[config.mk]
export PLATFORM = sky130hd
export DESIGN_NAME = dsd_status_display
export DESIGN_NICKNAME = d
export VERILOG_FILES = /design/src/rtl/dsd_pkg.sv /design/src/rtl/dsd_status_display.sv
export SDC_FILE = /design/constraint.sdc
export NUM_CORES = 1
export LEC_CHECK = 0
export BUFFER_PORTS_ARGS = -buffer_cell sky130_fd_sc_hd__clkbuf_2
export CAP_MARGIN = 25
export CORE_AREA = 3 3 105 107
export DETAILED_ROUTE_END_ITERATION = 10
export DIE_AREA = 0 0 108 110
export HOLD_SLACK_MARGIN = 0.02
export PLACE_DENSITY = 0.69
export SLEW_MARGIN = 0
export SYNTH_ARGS = -nofsm -noshare
export SYNTH_HDL_FRONTEND = slang
export SYNTH_SLANG_ARGS = --single-unit
[constraint.sdc]
create_clock -name clk -period 3.8 [get_ports clk]
set_input_delay 0.38 -clock clk [delete_from_list [all_inputs] [get_ports clk]]
set_output_delay 0.38 -clock clk [all_outputs]
set_load 0.02 [all_outputs]
[src/rtl/dsd_pkg.sv]
// package for the drive status display sequencer
`default_nettype none
package dsd_pkg;
    // drive variants
    typedef enum logic [1:0] {
        DSD_VAR_BASE,
        DSD_VAR_FIELDBUS,
        DSD_VAR_FIBER
    } dsd_variant_t;

    // fault codes shown after the letter E
    localparam logic [7:0] DSD_CODE_E01 = 8'h01;
    localparam logic [7:0] DSD_CODE_E02 = 8'h02;
    localparam logic [7:0] DSD_CODE_E03 = 8'h03;

    // seven-segment patterns, bit 0 = segment a ... bit 6 = segment g
    localparam logic [6:0] DSD_SEG_BLANK = 7'h00;
    localparam logic [6:0] DSD_SEG_E = 7'h79;
    localparam logic [6:0] DSD_SEG_L = 7'h38;
    localparam logic [6:0] DSD_SEG_4 = 7'h66;
    localparam logic [6:0] DSD_SEG_A = 7'h01;
    localparam logic [6:0] DSD_SEG_G = 7'h40;
    localparam logic [6:0] DSD_SEG_D = 7'h08;

    // outer ring of six segments a..f, and the run path of a..f then g twice
    localparam int DSD_RING_LEN = 6;
    localparam int DSD_RUN_LEN = 8;

    // absolute feedback travel limit in revolutions
    localparam logic [15:0] DSD_ABS_REV_LIMIT = 16'h07FF;

    // display timing
    localparam int DSD_CLK_HZ = 20_000_000;
    localparam int DSD_STEP_MS = 100;
    localparam int DSD_STEP_CYC = DSD_CLK_HZ / 1000 * DSD_STEP_MS;
    localparam int DSD_BLINK_MS = 500;
    localparam int DSD_BLINK_CYC = DSD_CLK_HZ / 1000 * DSD_BLINK_MS;

    // fault inputs grouped
    typedef struct packed {
        logic abs_fb;          // absolute feedback fitted
        logic nv_wear_over;    // motion range and homing count past limit
        logic rollover_en;     // machine cycle rollover enabled
        logic [15:0] half_cycle; // half cycle length per millisecond
        logic [15:0] vel_cmd;  // magnitude, counts per millisecond
        logic [15:0] vel_fb;   // magnitude, counts per millisecond
        logic [15:0] rev_from_home; // magnitude, revolutions
        logic rev_neg;         // unused sign, kept for the caller
    } dsd_fault_in_t;
endpackage
`default_nettype wire

[src/rtl/dsd_status_display.sv]
// status display sequencer: ready, overtravel and fault patterns
`timescale 1ns/1ps
`default_nettype none

// Overview of operation
// - display only while logic power is present
// - base variant runs outer segments full circle
// - fieldbus variant runs a circular run pattern
// - fiber variant shows a steady digit 4
// - fault shows E then each digit singly
// - fault sequence repeats until fault clears
// - overtravel blinks L and restricts motion
// - E01 raised on nonvolatile wear limit
// - E01 cannot be cleared
// - E02 when velocity exceeds half cycle
// - E03 beyond 2047 revolutions from home
module dsd_status_display
    import dsd_pkg::*;
#(
    parameter int STEP_CYC = DSD_STEP_CYC,
    parameter int BLINK_CYC = DSD_BLINK_CYC
) (
    // clock and reset
    input wire logic clk,
    input wire logic srst,
    // drive state
    input wire logic logic_pwr,
    input wire dsd_variant_t variant,
    input wire logic overtravel,
    input wire dsd_fault_in_t fault_in,
    input wire logic fault_clear,
    // indication
    output logic [6:0] seg,
    output logic motion_restrict,
    output logic fault_active,
    output logic [7:0] fault_code
);
    typedef enum logic [2:0] {
        DSD_ST_READY, DSD_ST_OVT, DSD_ST_LET_E, DSD_ST_GAP0,
        DSD_ST_TENS, DSD_ST_GAP1, DSD_ST_ONES, DSD_ST_GAP2
    } dsd_state_t;

    dsd_state_t state_r, state_nxt;
    logic [31:0] tick_cnt_r;
    logic [31:0] blink_cnt_r;
    logic blink_r;
    logic [2:0] ring_r;
    logic e01_r, e02_r, e03_r;
    logic [6:0] seg_nxt;

    // fault detection terms
    wire logic det_e01 = fault_in.abs_fb & fault_in.nv_wear_over;
    wire logic det_e02 = fault_in.rollover_en &
        ((fault_in.vel_cmd > fault_in.half_cycle) |
         (fault_in.vel_fb > fault_in.half_cycle));
    wire logic det_e03 = fault_in.abs_fb &
        (fault_in.rev_from_home > DSD_ABS_REV_LIMIT);
    wire logic any_fault = e01_r | e02_r | e03_r;
    wire logic step = (tick_cnt_r == 32'(STEP_CYC - 1));
    wire logic blink_tick = (blink_cnt_r == 32'(BLINK_CYC - 1));
    wire logic [7:0] code_w = e01_r ? DSD_CODE_E01 :
        (e02_r ? DSD_CODE_E02 : (e03_r ? DSD_CODE_E03 : 8'h00));

    // sticky faults; the E01 latch ignores clearing, set wins over clear
    always_ff @(posedge clk) begin
        if (srst) begin
            e01_r <= 1'b0;
            e02_r <= 1'b0;
            e03_r <= 1'b0;
        end else begin
            e01_r <= e01_r | det_e01;
            e02_r <= det_e02 | (e02_r & ~fault_clear);
            e03_r <= det_e03 | (e03_r & ~fault_clear);
        end
    end

    // step and blink timebases
    always_ff @(posedge clk) begin
        if (srst || step) begin
            tick_cnt_r <= 32'h0;
        end else begin
            tick_cnt_r <= tick_cnt_r + 32'h1;
        end
    end

    always_ff @(posedge clk) begin
        if (srst) begin
            blink_cnt_r <= 32'h0;
            blink_r <= 1'b0;
        end else if (blink_tick) begin
            blink_cnt_r <= 32'h0;
            blink_r <= ~blink_r;
        end else begin
            blink_cnt_r <= blink_cnt_r + 32'h1;
        end
    end

    // ring position for the running ready patterns
    always_ff @(posedge clk) begin
        if (srst) begin
            ring_r <= 3'h0;
        end else if (step) begin
            ring_r <= (variant == DSD_VAR_FIELDBUS) ?
                ((ring_r == 3'(DSD_RUN_LEN - 1)) ? 3'h0 : ring_r + 3'h1) :
                ((ring_r >= 3'(DSD_RING_LEN - 1)) ? 3'h0 : ring_r + 3'h1);
        end
    end

    // display sequence; phases advance on each blink tick, so all but the first E after a fault appears last one blink period
    always_comb begin
        state_nxt = state_r;
        case (state_r)
            DSD_ST_READY, DSD_ST_OVT: begin
                if (any_fault) begin
                    state_nxt = DSD_ST_LET_E;
                end else if (overtravel) begin
                    state_nxt = DSD_ST_OVT;
                end else begin
                    state_nxt = DSD_ST_READY;
                end
            end
            default: begin
                if (!any_fault) begin
                    state_nxt = DSD_ST_READY;
                end else if (blink_tick) begin
                    // wraps from the last gap back to E
                    state_nxt = (state_r == DSD_ST_GAP2) ?
                        DSD_ST_LET_E : dsd_state_t'(state_r + 3'h1);
                end
            end
        endcase
    end

    always_ff @(posedge clk) begin
        if (srst) begin
            state_r <= DSD_ST_READY;
        end else begin
            state_r <= state_nxt;
        end
    end

    // ready glyph per variant
    wire logic [6:0] ring_seg = 7'(7'h01 << ring_r);
    wire logic [6:0] run_seg = (ring_r == 3'h6) ? DSD_SEG_G :
        (ring_r == 3'h7) ? DSD_SEG_G : 7'(7'h01 << ring_r[2:0]);
    wire logic [6:0] ready_seg = (variant == DSD_VAR_FIBER) ? DSD_SEG_4 :
        (variant == DSD_VAR_FIELDBUS) ? run_seg : ring_seg;

    // digit decode for one nibble of the fault code
    function automatic logic [6:0] dsd_digit(input logic [3:0] d);
        case (d)
            4'h0: dsd_digit = 7'h3F;
            4'h1: dsd_digit = 7'h06;
            4'h2: dsd_digit = 7'h5B;
            4'h3: dsd_digit = 7'h4F;
            4'h4: dsd_digit = 7'h66;
            4'h5: dsd_digit = 7'h6D;
            4'h6: dsd_digit = 7'h7D;
            4'h7: dsd_digit = 7'h07;
            4'h8: dsd_digit = 7'h7F;
            4'h9: dsd_digit = 7'h6F;
            default: dsd_digit = DSD_SEG_BLANK;
        endcase
    endfunction

    // glyph selection; gaps keep repeated digits visibly separate
    always_comb begin
        case (state_nxt)
            DSD_ST_READY: seg_nxt = ready_seg;
            DSD_ST_OVT: seg_nxt = blink_r ? DSD_SEG_L : DSD_SEG_BLANK;
            DSD_ST_LET_E: seg_nxt = DSD_SEG_E;
            DSD_ST_TENS: seg_nxt = dsd_digit(code_w[7:4]);
            DSD_ST_ONES: seg_nxt = dsd_digit(code_w[3:0]);
            default: seg_nxt = DSD_SEG_BLANK;
        endcase
        if (!logic_pwr) begin
            seg_nxt = DSD_SEG_BLANK;
        end
    end

    // registered outputs
    always_ff @(posedge clk) begin
        if (srst) begin
            seg <= DSD_SEG_BLANK;
            motion_restrict <= 1'b0;
            fault_active <= 1'b0;
            fault_code <= 8'h00;
        end else begin
            seg <= seg_nxt;
            motion_restrict <= overtravel;
            fault_active <= any_fault;
            fault_code <= code_w;
        end
    end

    // checks
    a_e01_sticky: assert property (@(posedge clk) disable iff (srst)
        e01_r |=> e01_r) else $error("E01 fault was cleared");
    a_e01_raise: assert property (@(posedge clk) disable iff (srst)
        det_e01 |=> e01_r) else $error("E01 not raised");
    a_e02_raise: assert property (@(posedge clk) disable iff (srst)
        det_e02 |=> e02_r) else $error("E02 not raised");
    a_e03_raise: assert property (@(posedge clk) disable iff (srst)
        det_e03 |=> ##1 fault_active) else $error("E03 not shown");
    a_dark_unpowered: assert property (@(posedge clk) disable iff (srst)
        !logic_pwr |=> seg == DSD_SEG_BLANK) else $error("lit unpowered");
    a_fiber_four: assert property (@(posedge clk) disable iff (srst)
        (logic_pwr && variant == DSD_VAR_FIBER && state_nxt == DSD_ST_READY)
        |=> seg == DSD_SEG_4) else $error("fiber ready not 4");
    a_fault_first: assert property (@(posedge clk) disable iff (srst)
        (any_fault && state_r == DSD_ST_OVT) |=> state_r == DSD_ST_LET_E)
        else $error("fault lost priority");
    a_fault_repeat: assert property (@(posedge clk) disable iff (srst)
        (state_r == DSD_ST_GAP2 && blink_tick && any_fault)
        |=> state_r == DSD_ST_LET_E) else $error("sequence not repeated");
    a_ovt_restrict: assert property (@(posedge clk) disable iff (srst)
        overtravel |=> motion_restrict) else $error("no restriction");
    a_ring_moves: assert property (@(posedge clk) disable iff (srst)
        (step && variant == DSD_VAR_BASE && ring_r < 3'h5)
        |=> ring_r == $past(ring_r) + 3'h1) else $error("ring stuck");
    a_run_wraps: assert property (@(posedge clk) disable iff (srst)
        (step && variant == DSD_VAR_FIELDBUS && ring_r == 3'h7)
        |=> ring_r == 3'h0) else $error("run not circular");
    a_digits_apart: assert property (@(posedge clk) disable iff (srst)
        (state_r == DSD_ST_TENS && blink_tick && any_fault)
        |=> state_r == DSD_ST_GAP1) else $error("digits together");
    a_phase_hold: assert property (@(posedge clk) disable iff (srst)
        (state_r == DSD_ST_TENS && !blink_tick && any_fault)
        |=> state_r == DSD_ST_TENS) else $error("digit phase cut short");
    a_show_e: assert property (@(posedge clk) disable iff (srst)
        (logic_pwr && state_nxt == DSD_ST_LET_E)
        |=> seg == DSD_SEG_E) else $error("letter E not shown");
    a_gap_dark: assert property (@(posedge clk) disable iff (srst)
        (state_nxt == DSD_ST_GAP0 || state_nxt == DSD_ST_GAP1 ||
         state_nxt == DSD_ST_GAP2) |=> seg == DSD_SEG_BLANK)
        else $error("gap not dark");

    // latch behaviour: a cleared cause lets go, a held one stays
    a_e02_clear: assert property (@(posedge clk) disable iff (srst)
        (!det_e02 && fault_clear) |=> !e02_r)
        else $error("E02 not cleared");
    a_e03_clear: assert property (@(posedge clk) disable iff (srst)
        (!det_e03 && fault_clear) |=> !e03_r)
        else $error("E03 not cleared");
    a_e02_hold: assert property (@(posedge clk) disable iff (srst)
        (e02_r && !fault_clear) |=> e02_r)
        else $error("E02 dropped by itself");
    a_e03_hold: assert property (@(posedge clk) disable iff (srst)
        (e03_r && !fault_clear) |=> e03_r)
        else $error("E03 dropped by itself");
    a_e03_latch: assert property (@(posedge clk) disable iff (srst)
        det_e03 |=> e03_r) else $error("E03 not latched");
    a_fault_flag: assert property (@(posedge clk) disable iff (srst)
        any_fault |=> fault_active) else $error("fault flag missing");
    a_fault_flag_off: assert property (@(posedge clk) disable iff (srst)
        !any_fault |=> !fault_active) else $error("fault flag stuck");
    a_fault_exit: assert property (@(posedge clk) disable iff (srst)
        (!any_fault && state_r != DSD_ST_READY && state_r != DSD_ST_OVT)
        |=> state_r == DSD_ST_READY) else $error("sequence outlived fault");

    // reported code follows the fixed priority of the latches
    a_code_e01: assert property (@(posedge clk) disable iff (srst)
        e01_r |=> fault_code == DSD_CODE_E01)
        else $error("wrong code for E01");
    a_code_e02: assert property (@(posedge clk) disable iff (srst)
        (e02_r && !e01_r) |=> fault_code == DSD_CODE_E02)
        else $error("wrong code for E02");
    a_code_e03: assert property (@(posedge clk) disable iff (srst)
        (e03_r && !e01_r && !e02_r) |=> fault_code == DSD_CODE_E03)
        else $error("wrong code for E03");

    // overtravel indication and the state it lives in
    a_restrict_off: assert property (@(posedge clk) disable iff (srst)
        !overtravel |=> !motion_restrict) else $error("restriction held");
    a_l_glyph: assert property (@(posedge clk) disable iff (srst)
        (logic_pwr && state_nxt == DSD_ST_OVT && blink_r)
        |=> seg == DSD_SEG_L) else $error("letter L not shown");
    a_blink_toggle: assert property (@(posedge clk) disable iff (srst)
        blink_tick |=> blink_r != $past(blink_r))
        else $error("blink phase stuck");
    a_ovt_enter: assert property (@(posedge clk) disable iff (srst)
        ((state_r == DSD_ST_READY || state_r == DSD_ST_OVT) &&
         !any_fault && overtravel) |=> state_r == DSD_ST_OVT)
        else $error("overtravel lost to ready");
    a_ready_stay: assert property (@(posedge clk) disable iff (srst)
        (state_r == DSD_ST_READY && !any_fault && !overtravel)
        |=> state_r == DSD_ST_READY) else $error("ready left idly");

    // ready patterns: one outer segment at a time, run path ends on g
    a_base_one_seg: assert property (@(posedge clk) disable iff (srst)
        (logic_pwr && variant == DSD_VAR_BASE && state_nxt == DSD_ST_READY)
        |=> ($onehot(seg) && !seg[6])) else $error("ring glyph wrong");
    a_base_wrap: assert property (@(posedge clk) disable iff (srst)
        (step && variant == DSD_VAR_BASE && ring_r == 3'h5)
        |=> ring_r == 3'h0) else $error("ring not closed");
    a_run_middle: assert property (@(posedge clk) disable iff (srst)
        (logic_pwr && variant == DSD_VAR_FIELDBUS &&
         state_nxt == DSD_ST_READY && ring_r[2:1] == 2'h3)
        |=> seg == DSD_SEG_G) else $error("run path misses g");
endmodule // dsd_status_display

`default_nettype wire

## Word-level counts from Yosys, hierarchy flattened

Memories as Yosys holds them, arrays and structs flattened.
Index checks and enable logic that the tools add are counted.

| storage, ports and cells | value |
|---|---|
| bits in registers | 91 |
| bits in latches | 0 |
| memory bits (writable) | 0 |
| memory bits (read-only) | 224 |
| input port bits | 75 |
| output and inout port bits | 17 |
| logic and storage cells | 73 |
| memories | 2 |

| operators by class | value |
|---|---|
| add/subtract/negate cells | 4 |
| multipliers | 0 |
| divide/modulo/power cells | 0 |
| magnitude comparators | 4 |
| equality and inequality tests | 12 |
| shift-type cells | 1 |
| multiplexer cells | 18 |
| bitwise logic cells | 14 |
| reductions and logical operators | 6 |

Memories:

| name | depth | width | read ports | clocked after Yosys merged registers in | wr ports | RTL line | text |
|---|---|---|---|---|---|---|---|
| (no name shown) | 16 | 7 | 1 | 0 | 0 | dsd_status_display.sv:151 | `case (d)` |
| (no name shown) | 16 | 7 | 1 | 0 | 0 | dsd_status_display.sv:151 |  |

Operators by type and width:

| kind | number |
|---|---|
| $add 32x1->32 const B | 2 |
| $pmux 7 s5 | 1 |
| $eq 32x21->1 const B | 1 |
| $eq 32x24->1 const B | 1 |
| $gt 16x16->1 | 2 |
| $mux 7 | 4 |
| $mux 3 | 7 |
| $gt 16x11->1 const B | 1 |
| $eq 3x3->1 const B | 5 |
| $mux 2 | 4 |
| $shl 1x3->7 const A | 1 |
| $add 3x1->3 const B | 2 |
| $eq 3x1->1 const B | 2 |
| $logic_not 3->1 | 2 |
| $mux 6 | 1 |
| $or 1x1->1 | 6 |
| $reduce_or 2->1 | 3 |
| $and 1x1->1 | 5 |
| $eq 3x2->1 const B | 1 |
| $ge 3x3->1 const B | 1 |
| $not 1->1 | 3 |
| $eq 2x1->1 const B | 1 |
| $eq 2x2->1 const B | 1 |
| $logic_or 1x1->1 | 1 |
| $mux 1 | 1 |

## Longest topological paths before layout

| logic depth | value |
|---|---|
| word-level depth | 7 |
| mapped depth | 10 |
| depth with buffers taken out | 9 |

## Worst setup path after synthesis

Ideal clock, no wire load.

| path | value |
|---|---|
| path kind | register to register |
| start | reg blink_cnt_r[0] |
| end | reg seg[5] |
| setup time | 0.059 ns |
| arrival | 1.930 ns |
| data required time | 3.741 ns |
| slack | 1.811 ns |
| stages on the path, launching flop included | 9 |
| buffers on the path | 0 |
| clock period less this slack | 1.989 ns |
| cells stage by stage | dfxtp_1 > ha_1 > and4_1 > nand4_1 > nor2_2 > mux2i_1 > a21oi_1 > a311oi_1 > and2_1 |

| on the way | value |
|---|---|
| cells in the longest elaborated chain, start to end | 6 |
| elaborated cells between the ends (all ways) | 10 |
| classes of those cells | eq/ne (5); mux (4); reduce/logical (1) |

Ends and longest elaborated chain:

| what | RTL line | text |
|---|---|---|
| from (decl) | dsd_status_display.sv:45 | `logic [31:0] blink_cnt_r;` |
| from (signal assigned) | dsd_status_display.sv:94 | `blink_cnt_r <= blink_cnt_r + 32'h1;` |
| $eq 32x24->1 (*) | dsd_status_display.sv:60 | `wire logic blink_tick = (blink_cnt_r == 32'(BLINK_CYC - 1));` |
| $mux 3 (*) | dsd_status_display.sv:125 | `end else if (blink_tick) begin` |
| $mux 3 (*) | dsd_status_display.sv:123 | `if (!any_fault) begin` |
| $mux 3 (*) | dsd_status_display.sv:112 | `case (state_r)` |
| $eq 3x3->1 (tied with other cells) | dsd_status_display.sv:168 | `case (state_nxt)` |
| $pmux 7 s5 (*) | dsd_status_display.sv:168 |  |
| to (signal assigned) | dsd_status_display.sv:189 | `seg <= seg_nxt;` |
| to (decl) | dsd_status_display.sv:33 | `output logic [6:0] seg,` |

Every way passes the cells marked *; elsewhere a longest branch is shown, timed or not.
A chain may end at the register's enable or synchronous reset.

## Worst setup path in the final report

| path | value |
|---|---|
| start | reg tick_cnt_r[0] |
| end | reg tick_cnt_r[30] |

| on the way | value |
|---|---|
| cells in the longest elaborated chain, start to end | 2 |
| elaborated cells between the ends (all ways) | 3 |
| classes of those cells | add/sub (1); eq/ne (1); reduce/logical (1) |

Ends and longest elaborated chain:

| what | RTL line | text |
|---|---|---|
| from (decl) | dsd_status_display.sv:44 | `logic [31:0] tick_cnt_r;` |
| from (signal assigned) | dsd_status_display.sv:82 | `tick_cnt_r <= tick_cnt_r + 32'h1;` |
| branches (longest 2 deep; another with $add 32x1->32) | -- |  |

Several ways; the timed one is not identified.

==> flow_metrics.tcl <==
set metrics [dict create \
    via_count 3892 \
    met2_length_um 4560 \
    avgRoutedWirePerCell_um 12.2 \
    clock_path_buffers 2 \
    drt-initial-drc-count 166 \
    synth_cells 553 \
    yosysTopAreaCell "dfxtp_1" \
    ff2ff_path_depth 8 \
    multi_input_area_mm2 0.00282 \
    synth_top_area_share 0.358 \
    grt_overflow 0 \
    worstHoldPathType "input port to flop" \
    path_clk_slew_ns 0.08 \
    synth_cell_type_count 54 \
    gp_congestion 0.823 \
    dieHeight_um 110 \
    syn-cell-area_mm2 0.00475 \
    p_per_area_mw_per_mm2 324 \
    root_buffer "clkbuf_8" \
    grt_pass1_vias 3734 \
    worstMarginPinSlew_ns 0.817 \
    drv_cap 0 \
    yosysMostFrequentCell "nor2_1" \
    syn_to_final_growth_pct 12.7 \
    synthTopCellsByArea "dfxtp_1 36%, ha_1 12%, nor2_1 6.8%, xor2_1 6.6%, xnor2_1 4.1%" \
    finalCriticalPeriod_ns 2.41 \
    dr.pass1.iters 4 \
    startpoint "tick_cnt_r[0]" \
    finalNonFillerCells 764 \
    start_util 0.465 \
    post_cts_resized 0 \
    yosysSeqAreaShare 0.358 \
    synth-edff-count 0 \
    status "finished clean" \
    drt-total-wl_um 9330 \
    route.met3.wl_um 489 \
    max_freq_ghz 0.415 \
    yosys-top-cells-count "86 x nor2_1, 85 x dfxtp_1, 44 x ha_1, 36 x xor2_1" \
    final_util 0.524 \
    core_area_mm2 0.0102 \
    nFillCells 950 \
    ff2ff_setup_slack_ns 1.39 \
    cts_sinks 85 \
    max_slew_margin 0.451 \
    synth_area_per_cell_um2 8.60 \
    antenna_found_initial 0 \
    period_share 0.635 \
    numCtsBuffers 9 \
    cp.arrival_ns 2.64 \
    port_buffers 73 \
    postSynth.asyncResetShare 0 \
    reg2reg_to "tick_cnt_r[30]" \
    die_w_um 108 \
    finalSetupTns_ns 0 \
    p_leak_nw 2.35 \
    dp_hpwl_um 7220 \
    dp.cells 748 \
    grt_start_max_net_pins 36 \
    path_max_fanout 7 \
    antenna_left 0 \
    crit_path_end_kind "flop" \
    hold_violations 0 \
    criticalPathCategory "flop to flop" \
    required_ns 4.03 \
    groute.usage.overall 0.165 \
    grt_setup_unrepaired "false" \
    drt-met1-wl_um 4160 \
    highest_layer "met4" \
    design.portCount 92 \
    cp-endpoint "tick_cnt_r[30]" \
    cts_tree "built" \
    grt_first_pass_wirelength_um 16000 \
    ctsHtreeMaxLevel 3 \
    ys_ff_latch 85 \
    yosysWarningCount 0 \
    drc 0 \
    finalSetupViolations 0 \
    clock_latency_ns 0.36 \
    hold_buffers 0 \
    routed_via_density 5.09 \
    ys.flop_type "dfxtp_1" \
    cp-start-kind "flop" \
    die_area_mm2 0.0119 \
    drive_gt1_frac 0.174 \
    drv_slew 0 \
    num_rows 37 \
    fin_nets 742 \
    post_cts_buffers 0 \
    ir_drop_uv 270 \
    finalClockSkew_ns 0.0124 \
    r2r-start "tick_cnt_r[0]" \
    diodes 0 \
    regArea_mm2 0.00170 \
]
==> routing by layer <==
metal,up-vias,GRT usage
met5,-,0
met3,12,0.0483
met2,60,0.295
li1,2044,-
met4,0,0.0514
met1,1776,0.191
==> worst min path at each step <==
stage                              start              end  slack [ns]  depth (start not counted)
after detailed placement  blink_cnt_r[0]   blink_cnt_r[0]        0.46                          1
final                         overtravel  motion_restrict        0.25                          2
after floorplan           blink_cnt_r[0]   blink_cnt_r[0]        0.43                          1
after global routing          overtravel  motion_restrict        0.26                          2
after global placement    blink_cnt_r[0]   blink_cnt_r[0]        0.44                          1
after CTS                     overtravel  motion_restrict        0.23                          2
==> area by class of cell <==
cell class / instances / share of cell area
Inverter: 32 / 0.0224
Clock buffer: 9 / 0.0231
Multi-Input combinational cell: 422 / 0.527
Timing Repair Buffer: 73 / 0.0682
Tap cell: 136 / 0.0317
Clock inverter: 7 / 0.0105
Sequential cell: 85 / 0.317
==> power breakdown <==
part	internal, mW	total [mW]	switching (mW)
clock	0.245	0.592	0.347
combinational	0.0965	0.222	0.126
sequential	0.910	0.923	0.0132
total	1.25	1.74	0.486
==> sequential cells by signal, indices dropped and copies added (netlist names) <==
signal,cells
fault_code,2
tick_cnt_r,32
fault_active,1
blink_cnt_r,32
state_r,3
blink_r,1
ring_r,3
e02_r,1
motion_restrict,1
e01_r,1
seg,7
e03_r,1
==> critical path: stages, from the launching register on <==
cell and delay, ns:
dfxtp_1 0.39, ha_1 0.20, nand3_1 0.18, nor2_1 0.23, nand3_1 0.13, nor3_1 0.69, nand4_1 0.23, xor2_1 0.20
nor2_1 0.05
==> cells by family after synthesis <==
| family | Yosys count | synth area share |
|---|---|---|
| compound gates | 65 | 0.0863 |
| fa+ha+maj | 44 | 0.116 |
| flops | 85 | 0.358 |
| mux | 2 | 0.00526 |
| xor+xnor | 58 | 0.107 |
| buf+inv | 51 | 0.0524 |
| other cells | 1 | 0.000789 |
| simple gates | 247 | 0.275 |
==> through the flow <==
step,hold slack [ns],worst slack (ns),instance area [um2],power [mW]
2_1_floorplan,0.430,1.81,4770,1.10
3_3_place_gp,0.444,1.44,5180,1.16
3_5_place_dp,0.456,1.36,5180,1.17
4_1_cts,0.234,1.35,5360,1.76
5_1_grt,0.260,1.12,5360,1.84
6_report,0.250,1.39,5360,1.74
==> cells in the final DEF (no fill, tap or decap), types with 15 or more instances in the layout <==
master,synthesis,routed
inv_1,32,32
and3_1,15,15
o21ai_0,16,16
ha_1,44,44
nand2_1,32,32
nand3_1,29,29
clkbuf_2,0,73
xor2_1,36,36
a21oi_1,22,22
xnor2_1,22,22
nor2_1,86,86
nand4_1,22,22
dfxtp_1,85,85
No activity file was read; power rests on OpenSTA's default activity.
